<file path="config.mk">
export PLATFORM = sky130hd
export DESIGN_NAME = usb_host_channel_setup_status
export DESIGN_NICKNAME = d
export VERILOG_FILES = /design/src/rtl/usb_chan_pkg.sv /design/src/rtl/poll_timer.sv /design/src/rtl/usb_host_channel_setup_status.sv
export SDC_FILE = /design/constraint.sdc
export NUM_CORES = 1
export LEC_CHECK = 0
export BUFFER_PORTS_ARGS = -buffer_cell sky130_fd_sc_hd__buf_2
export CAP_MARGIN = 20
export CORE_ASPECT_RATIO = 1.4
export CORE_MARGIN = 3
export CORE_UTILIZATION = 40
export DETAILED_ROUTE_END_ITERATION = 8
export PLACE_DENSITY = 0.65
export SLEW_MARGIN = 5
export SYNTH_ARGS = -nofsm -noshare
export SYNTH_HDL_FRONTEND = slang
export SYNTH_SLANG_ARGS = --single-unit
</file>
<file path="constraint.sdc">
create_clock -name mclk_in -period 2.8 [get_ports mclk_in]
set_input_delay 0.84 -clock mclk_in [delete_from_list [all_inputs] [get_ports mclk_in]]
set_output_delay 0.84 -clock mclk_in [all_outputs]
set_load 0.05 [all_outputs]
</file>
<file path="src/rtl/usb_chan_pkg.sv">
// Shared constants and carrier types for the host channel setup and status block.
// Assumes an 8-bit register port with 9-bit byte addresses and a host serial engine outside.
package usb_chan_pkg;

  // Register offsets.
  localparam logic [8:0] ofs_chb_kind       = 9'h1a1;
  localparam logic [8:0] ofs_chb_target     = 9'h1a9;
  localparam logic [8:0] ofs_chb_period_hi  = 9'h1aa;
  localparam logic [8:0] ofs_chb_period_lo  = 9'h1ab;
  localparam logic [8:0] ofs_chb_result     = 9'h1ae;
  localparam logic [8:0] ofs_chc_setup_zero = 9'h1b0;
  localparam logic [8:0] ofs_chc_flags      = 9'h1b8;

  // Field positions and widths.
  localparam int func_lsb      = 4;
  localparam int ep_lsb        = 0;
  localparam int kind_lsb      = 4;
  localparam int result_lsb    = 4;
  localparam int ack_thr_lsb   = 4;
  localparam int speed_lsb     = 2;
  localparam int toggle_bit    = 1;
  localparam int launch_bit    = 0;
  localparam int ack_flag_bit  = 0;
  localparam int period_mf_w   = 3;

  // Reset values.
  localparam logic [7:0]  chb_target_reset  = 8'h00;
  localparam logic [10:0] chb_period_reset  = 11'h000;
  localparam logic [1:0]  chb_kind_reset    = 2'h0;
  localparam logic [2:0]  chb_result_reset  = 3'h0;
  localparam logic [7:0]  chc_setup_reset   = 8'h10;

  // Result codes.
  localparam logic [2:0] result_ok            = 3'h0;
  localparam logic [2:0] result_stalled       = 3'h1;
  localparam logic [2:0] result_too_much_data = 3'h2;
  localparam logic [2:0] result_short_data    = 3'h3;
  localparam logic [2:0] result_retry_fail    = 3'h4;

  localparam logic [1:0] kind_interrupt = 2'h3;
  localparam logic [1:0] speed_high     = 2'h0;
  localparam logic [1:0] speed_full     = 2'h1;
  localparam logic [1:0] speed_low      = 2'h3;
  localparam logic [1:0] nyet_limit     = 2'h3;
  localparam logic [4:0] ack_thr_zero   = 5'h10;

  // Timing.
  localparam int microframe_ns     = 125000;
  localparam int clk_period_ns     = 20;
  localparam int microframe_cycles = microframe_ns / clk_period_ns;

  typedef struct packed {
    logic [8:0] addr;
    logic [7:0] wdata;
    logic       wr;
    logic       rd;
  } reg_bus_req_t;

  typedef struct packed {
    logic [3:0] target_function_addr;
    logic [3:0] target_endpoint_num;
  } chb_target_t;

  typedef struct packed {
    logic stall;
    logic oversize;
    logic over_total;
    logic short_pkt;
    logic timeout;
    logic crc_err;
    logic stuff_err;
    logic pid_check_err;
    logic pid_undef;
    logic toggle_err;
    logic split_err;
    logic split_nyet;
  } chb_outcome_t;

  typedef struct packed {
    logic ack;
    logic toggle_upd;
    logic toggle;
    logic done;
  } chc_engine_t;

endpackage

</file>
<file path="src/rtl/poll_timer.sv">
// Polling period timer counting whole microframes of the core clock.
// Assumes restart is a one-cycle pulse from the owner at each token grant.
`timescale 1ns/10ps
module poll_timer #(
  parameter int mf_cycles = usb_chan_pkg::microframe_cycles
) (
  // Clock, reset, enable
  input  wire logic        mclk_in,
  input  wire logic        rst_b_in,
  input  wire logic        ce_in,
  // Control
  input  wire logic        restart_in,
  input  wire logic [10:0] period_mf_in,
  // Status
  output logic             expired_out
);

  typedef struct packed {
    logic [12:0] tick;
    logic [10:0] left;
    logic        expired;
  } timer_st_t;

  localparam logic [12:0] tick_last = 13'(mf_cycles - 1);

  timer_st_t s_reg;
  timer_st_t s_next;

  always_comb begin
    s_next = s_reg;
    if (restart_in) begin
      s_next.tick    = 13'h0000;
      s_next.left    = period_mf_in;
      s_next.expired = (period_mf_in == 11'h000);
    end else if (!s_reg.expired) begin
      if (s_reg.tick == tick_last) begin
        s_next.tick = 13'h0000;
        if (s_reg.left <= 11'h001) begin
          s_next.left    = 11'h000;
          s_next.expired = 1'b1;
        end else begin
          s_next.left = s_reg.left - 11'h001;
        end
      end else begin
        s_next.tick = s_reg.tick + 13'h0001;
      end
    end
  end

  // Expired after reset so that the first token is not held back.
  always_ff @(posedge mclk_in) begin
    if (!rst_b_in) begin
      s_reg <= '{tick: 13'h0000, left: 11'h000, expired: 1'b1};
    end else if (ce_in) begin
      s_reg <= s_next;
    end
  end

  assign expired_out = s_reg.expired;
endmodule // poll_timer

</file>
<file path="src/rtl/usb_host_channel_setup_status.sv">
// Host channel setup and status: channel two targeting, polling and result code,
// channel three first setup register with ACK counting, launch and toggle.
// Assumes a host serial engine that requests token slots and reports outcomes as pulses.
`timescale 1ns/10ps
module usb_host_channel_setup_status #(
  parameter int mf_cycles = usb_chan_pkg::microframe_cycles
) (
  // Clock, reset, enable
  input  wire logic                       mclk_in,
  input  wire logic                       rst_b_in,
  input  wire logic                       ce_in,
  // Register port
  input  wire usb_chan_pkg::reg_bus_req_t bus_in,
  output logic [7:0]                      rdata_out,
  // Channel two engine side
  input  wire logic                       chb_req_in,
  output logic                            chb_grant_out,
  output usb_chan_pkg::chb_target_t       chb_target_out,
  input  wire logic                       chb_done_in,
  input  wire usb_chan_pkg::chb_outcome_t chb_outcome_in,
  // Channel three engine side
  input  wire usb_chan_pkg::chc_engine_t  chc_eng_in,
  output logic                            chc_run_out,
  output logic                            chc_toggle_out,
  output logic [1:0]                      chc_speed_out,
  output logic                            chc_ack_reached_out
);

  typedef struct packed {
    logic [7:0]  rdata;
    logic [7:0]  target;
    logic [10:0] period;
    logic [1:0]  kind;
    logic [2:0]  result;
    logic [1:0]  nyet_cnt;
    logic [3:0]  ack_thr;
    logic [1:0]  speed;
    logic        toggle;
    logic        run;
    logic [4:0]  ack_cnt;
    logic        ack_flag;
    logic        grant;
  } st_t;

  st_t         s_reg;
  st_t         s_next;
  logic        slot_open;
  logic [10:0] period_mf;
  logic        wr_setup;
  logic [4:0]  ack_goal;
  logic [4:0]  ack_cnt_inc;
  logic [2:0]  outcome_code;
  logic        outcome_posts;

  // Microframe field takes precedence if software breaks the one-field-only setting.
  always_comb begin
    if (s_reg.period[2:0] != 3'h0) begin
      period_mf = {8'h00, s_reg.period[2:0]};
    end else begin
      period_mf = {s_reg.period[10:3], 3'h0};
    end
  end

  poll_timer #(
    .mf_cycles (mf_cycles)
  ) u_poll_timer (
    .mclk_in      (mclk_in),
    .rst_b_in     (rst_b_in),
    .ce_in        (ce_in),
    .restart_in   (s_next.grant),
    .period_mf_in (period_mf),
    .expired_out  (slot_open)
  );

  // Outcome classification; CRC and stuff errors override size faults.
  always_comb begin
    outcome_code  = usb_chan_pkg::result_ok;
    outcome_posts = 1'b1;
    if (chb_outcome_in.crc_err || chb_outcome_in.stuff_err) begin
      outcome_code = usb_chan_pkg::result_retry_fail;
    end else if (chb_outcome_in.stall) begin
      outcome_code = usb_chan_pkg::result_stalled;
    end else if (chb_outcome_in.oversize
                 || (chb_outcome_in.over_total && !chb_outcome_in.toggle_err)) begin
      // A packet within size with a bad toggle is a toggle mismatch, not an overrun.
      outcome_code = usb_chan_pkg::result_too_much_data;
    end else if (chb_outcome_in.timeout || chb_outcome_in.pid_check_err
                 || chb_outcome_in.pid_undef || chb_outcome_in.toggle_err
                 || chb_outcome_in.split_err) begin
      outcome_code = usb_chan_pkg::result_retry_fail;
    end else if (chb_outcome_in.split_nyet) begin
      outcome_code  = usb_chan_pkg::result_retry_fail;
      outcome_posts = (s_reg.nyet_cnt + 2'h1 == usb_chan_pkg::nyet_limit);
    end else if (chb_outcome_in.short_pkt) begin
      outcome_code = usb_chan_pkg::result_short_data;
    end
  end

  assign wr_setup    = bus_in.wr && bus_in.addr == usb_chan_pkg::ofs_chc_setup_zero;
  assign ack_goal    = (s_reg.ack_thr == 4'h0) ? usb_chan_pkg::ack_thr_zero
                                                : {1'b0, s_reg.ack_thr};
  assign ack_cnt_inc = s_reg.ack_cnt + 5'h01;

  always_comb begin
    s_next       = s_reg;
    s_next.rdata = 8'h00;
    s_next.grant = 1'b0;

    // Register reads; unmapped addresses and reserved bits read zero.
    if (bus_in.rd) begin
      unique case (bus_in.addr)
        usb_chan_pkg::ofs_chb_kind:       s_next.rdata = {2'h0, s_reg.kind, 4'h0};
        usb_chan_pkg::ofs_chb_target:     s_next.rdata = s_reg.target;
        usb_chan_pkg::ofs_chb_period_hi:  s_next.rdata = {5'h00, s_reg.period[10:8]};
        usb_chan_pkg::ofs_chb_period_lo:  s_next.rdata = s_reg.period[7:0];
        usb_chan_pkg::ofs_chb_result:     s_next.rdata = {1'b0, s_reg.result, 4'h0};
        usb_chan_pkg::ofs_chc_setup_zero: s_next.rdata = {s_reg.ack_thr, s_reg.speed,
                                                          s_reg.toggle, s_reg.run};
        usb_chan_pkg::ofs_chc_flags:      s_next.rdata = {7'h00, s_reg.ack_flag};
        default:                          s_next.rdata = 8'h00;
      endcase
    end

    // Register writes; the result register is read only.
    if (bus_in.wr) begin
      unique case (bus_in.addr)
        usb_chan_pkg::ofs_chb_kind:      s_next.kind = bus_in.wdata[5:4];
        usb_chan_pkg::ofs_chb_target:    s_next.target = bus_in.wdata;
        usb_chan_pkg::ofs_chb_period_hi: s_next.period[10:8] = bus_in.wdata[2:0];
        usb_chan_pkg::ofs_chb_period_lo: s_next.period[7:0] = bus_in.wdata;
        default: ;
      endcase
    end

    // Token slot gate; retries come through the same request and wait alike.
    if (chb_req_in && !s_reg.grant) begin
      if (s_reg.kind != usb_chan_pkg::kind_interrupt || period_mf == 11'h000) begin
        s_next.grant = 1'b1;
      end else if (slot_open) begin
        s_next.grant = 1'b1;
      end
    end

    // Result code posting and the consecutive NYET count.
    if (chb_done_in) begin
      if (chb_outcome_in.split_nyet && !outcome_posts) begin
        s_next.nyet_cnt = s_reg.nyet_cnt + 2'h1;
      end else begin
        s_next.nyet_cnt = 2'h0;
        s_next.result   = outcome_code;
      end
    end

    // Channel three: engine ends the run, toggle follows the engine.
    if (chc_eng_in.done) begin
      s_next.run = 1'b0;
    end
    if (chc_eng_in.toggle_upd) begin
      s_next.toggle = chc_eng_in.toggle;
    end
    if (chc_eng_in.ack && s_reg.run) begin
      if (ack_cnt_inc == ack_goal) begin
        s_next.ack_flag = 1'b1;
        s_next.ack_cnt  = 5'h00;
      end else begin
        s_next.ack_cnt = ack_cnt_inc;
      end
    end

    // Software clears the ACK flag by writing one; a same-cycle set wins.
    if (bus_in.wr && bus_in.addr == usb_chan_pkg::ofs_chc_flags
        && bus_in.wdata[usb_chan_pkg::ack_flag_bit] && !s_next.ack_flag) begin
      s_next.ack_flag = 1'b0;
    end else if (bus_in.wr && bus_in.addr == usb_chan_pkg::ofs_chc_flags
                 && bus_in.wdata[usb_chan_pkg::ack_flag_bit]
                 && !(chc_eng_in.ack && s_reg.run && ack_cnt_inc == ack_goal)) begin
      s_next.ack_flag = 1'b0;
    end

    // Setup writes; a launch written with a completion in the same cycle still starts.
    if (wr_setup) begin
      s_next.ack_thr = bus_in.wdata[7:4];
      s_next.speed   = bus_in.wdata[3:2];
      if (!s_reg.run) begin
        s_next.toggle = bus_in.wdata[usb_chan_pkg::toggle_bit];
      end
      if (bus_in.wdata[usb_chan_pkg::launch_bit]) begin
        s_next.run = 1'b1;
        if (!s_reg.run) begin
          s_next.ack_cnt = 5'h00;
        end
      end else begin
        s_next.run = 1'b0;
      end
    end
  end

  always_ff @(posedge mclk_in) begin
    if (!rst_b_in) begin
      s_reg <= '{rdata:    8'h00,
                 target:   usb_chan_pkg::chb_target_reset,
                 period:   usb_chan_pkg::chb_period_reset,
                 kind:     usb_chan_pkg::chb_kind_reset,
                 result:   usb_chan_pkg::chb_result_reset,
                 nyet_cnt: 2'h0,
                 ack_thr:  usb_chan_pkg::chc_setup_reset[7:4],
                 speed:    usb_chan_pkg::chc_setup_reset[3:2],
                 toggle:   usb_chan_pkg::chc_setup_reset[1],
                 run:      usb_chan_pkg::chc_setup_reset[0],
                 ack_cnt:  5'h00,
                 ack_flag: 1'b0,
                 grant:    1'b0};
    end else if (ce_in) begin
      s_reg <= s_next;
    end
  end

  assign rdata_out           = s_reg.rdata;
  assign chb_grant_out       = s_reg.grant;
  assign chb_target_out      = s_reg.target;
  assign chc_run_out         = s_reg.run;
  assign chc_toggle_out      = s_reg.toggle;
  assign chc_speed_out       = s_reg.speed;
  assign chc_ack_reached_out = s_reg.ack_flag;

  function automatic logic any_retry(usb_chan_pkg::chb_outcome_t o);
    return o.timeout | o.pid_check_err | o.pid_undef | o.toggle_err | o.split_err;
  endfunction
endmodule // usb_host_channel_setup_status

</file>
==> out/metrics.csv <==
metric;value;unit
outcome;finished clean;
reg2reg_depth;5;
nets;594;
regToRegSetupSlack;0.59;ns
cts.sinks;74;
dp_hpwl;9.01;mm
drtAntennaViolNets;0;
cp_cell_sequence;buf_2 -> nor2b_1 -> nand4_2 -> and4_4 -> a32o_1 -> a32o_1;
dr.pass1.iters;5;
fin_setup_tns;0;ns
endpoint_kind;register;
hold_depth;2;
initial_core_util;0.412;
cts_buffer_depth;2;
drt-initial-drc-count;191;
max_freq;451;MHz
hold_viol_final;0;
num_vias;4019;
route.detailed.drc;0;
slowest_delay;0.36;ns
gp_routability_congestion;0.950;
postCtsSetupBuffers;0;
cts_resized;0;
ys.flop_type;dfxtp_1;
leakage;0.00191;µW
tightest_slew;0.594;ns
grt_start_max_net_pins;39;
yosysTopAreaCellShare;0.344;
yosysSeqAreaShare;0.344;
critical_path_class;in2reg;
dieArea;12100;µm²
dieWidth;93.7;µm
start_kind;primary input;
power_density;513;nW/µm²
area.sequential;1480;µm²
syn2layout_area_growth;15.6;%
skew;0.00948;ns
fill_cells;1020;
post-route-util;0.476;
ys_seq_elements;74;
r2r_start;s_reg[25]$_SDFFE_PN0P_;
syn_avg_cell_area;8.57;µm²
rsz0062_at_grt;no;
cp.arrival;2.45;ns
io_pins;62;
min_to;s_reg[18]$_SDFFE_PN0P_;
diodes;0;
synth_nets;549;
crit_slowest_cell;nand4_2;
r2r_end;u_poll_timer.s_reg[3]$_SDFFE_PN0P_;
cpMostUsedCell;a32o_1;
ctsHoldBuffers;0;
path_clk_slew;0.06;ns
overflow;0;
ys_types;76;
min_from;s_reg[18]$_SDFFE_PN0P_;
synth_top_cell_by_area;dfxtp_1;
routedWlPerCell;17.1;µm
largest_reg_flops;27;
wirelength;11.8;mm
fin_hold_ws;0.460;ns
cts_root_buffer;clkbuf_16;
synth_edf_count;0;
drv_slew;0;
cap_violations;0;
fin_crit;2.22;ns
first_global_vias;3774;
synth_async_sr_flop_share;0;
via_per_inst;5.82;
cp.required;3.03;ns
htree_levels;3;
critPathTopFamily;simple AND/OR/NAND/NOR gates;
vdd_drop_max;317;µV
grt_usage;0.202;
multiInputGateArea;2540;µm²
die_h;129;µm
rows;44;
cts_tree;built;
period_share;0.793;
setup_viol;0;
design.core.area;10500;µm²
antenna_found_initial;0;
drive_above_1_share;0.203;
worst-path-buf-inv;1;
ys_warn_count;0;
cp_max_fo;14;
synth_area_leaders;dfxtp_1 34%, mux2i_1 7.9%, nor2_1 4.6%, nand2_1 4.0%, buf_4 3.1%;
port-buffer-count;61;
slew_headroom;0.600;
clk_latency;0.34;ns
netlist_instances;503;
hold_path.class;reg2reg;
netlist_area;4310;µm²
cts_buffers;9;
grt_pass1_wl;19.0;mm
[per-layer routing]
| metal | routed length (µm) | GRT usage | vias up | share of wire |
|---|---|---|---|---|
| met1 | 4620 | 0.236 | 1896 | 0.39 |
| met2 | 5980 | 0.343 | 147 | 0.51 |
| met3 | 766 | 0.0520 | 30 | 0.065 |
| met4 | 419 | 0.0952 | 0 | 0.036 |
| met5 | 0 | 0 | - | 0 |
| li1 | - | - | 1946 | - |
[how the worst max path moves through the flow]
| stage | from | endpoint | depth (start not counted) |
|---|---|---|---|
| floorplan | chb_outcome_in[4] | s_reg[17]$_SDFFE_PN0P_ | 5 |
| detailed placement | chb_req_in | u_poll_timer.s_reg[3]$_SDFFE_PN0P_ | 6 |
| global placement | chb_req_in | u_poll_timer.s_reg[3]$_SDFFE_PN0P_ | 6 |
| finish | chb_req_in | u_poll_timer.s_reg[3]$_SDFFE_PN0P_ | 6 |
| global route | s_reg[25]$_SDFFE_PN0P_ | u_poll_timer.s_reg[3]$_SDFFE_PN0P_ | 5 |
| CTS | chb_req_in | u_poll_timer.s_reg[3]$_SDFFE_PN0P_ | 6 |
[where the power goes]
group	switching (µW)	internal, µW	total [µW]	leakage, µW
clock	445	801	1250	0.000156
sequential	9.62	1060	1070	0.000597
combinational	151	88.2	239	0.00115
[Yosys cell counts (all sizes together) (6+ instances only)]
master  instances
a21oi          23
a221oi          7
a311oi          7
a31oi          10
and3            8
buf            28
clkbuf         12
dfxtp          74
ha              6
inv            12
mux2i          34
nand2          46
nand3          20
nand3b          6
nand4          15
nor2           54
nor2b           6
nor3           12
nor4            7
o21ai          13
or3             6
xnor2          11
[worst reg2reg max path, stage by stage (launching register included)]
cell	delay, ns
dfxtp_1	0.37
nor4_2	0.48
nand4_2	0.40
and4_4	0.35
a32o_1	0.26
a32o_1	0.24
[logic make-up (layout without fill, tap and decap cells)]
kind of cell    after synthesis  count (layout)  synth area share
compound gates              107             107             0.184
xor+xnor                     14              14            0.0316
fa+ha+maj                     6               6            0.0174
buf+inv                      53             103            0.0662
flops                        74              74             0.344
mux                          36              36            0.0842
simple gates                213             213             0.273
[cells in the final DEF, fill, tap and decap left out, types with 12 or more instances in the layout]
cell type and instances:
nor2_1 53, buf_4 12, o21ai_0 13, mux2i_1 34
a21oi_1 23, buf_2 61, nand2_1 46, nand4_1 14
dfxtp_1 74, nand3_1 20
[per-stage QoR]
stage | setup WS [ns] | cells | total power [µW] | instance area [µm²]
floorplan | 0.571 | 503 | 1240 | 4310
global placement | 0.351 | 675 | 1330 | 4660
detailed placement | 0.260 | 675 | 1330 | 4660
CTS | 0.604 | 691 | 2580 | 4980
global route | 0.336 | 691 | 2660 | 4980
finish | 0.580 | 691 | 2560 | 4980
[layout make-up]
class                   count  share of cell area
well taps                 138              0.0346
clock inverters             5              0.0156
flip-flops and latches     74               0.297
inverters                  13             0.00979
clock buffers              11              0.0487
multi-input cells         376               0.511
repair buffers             74              0.0834
(Power assumes the default switching activity.)
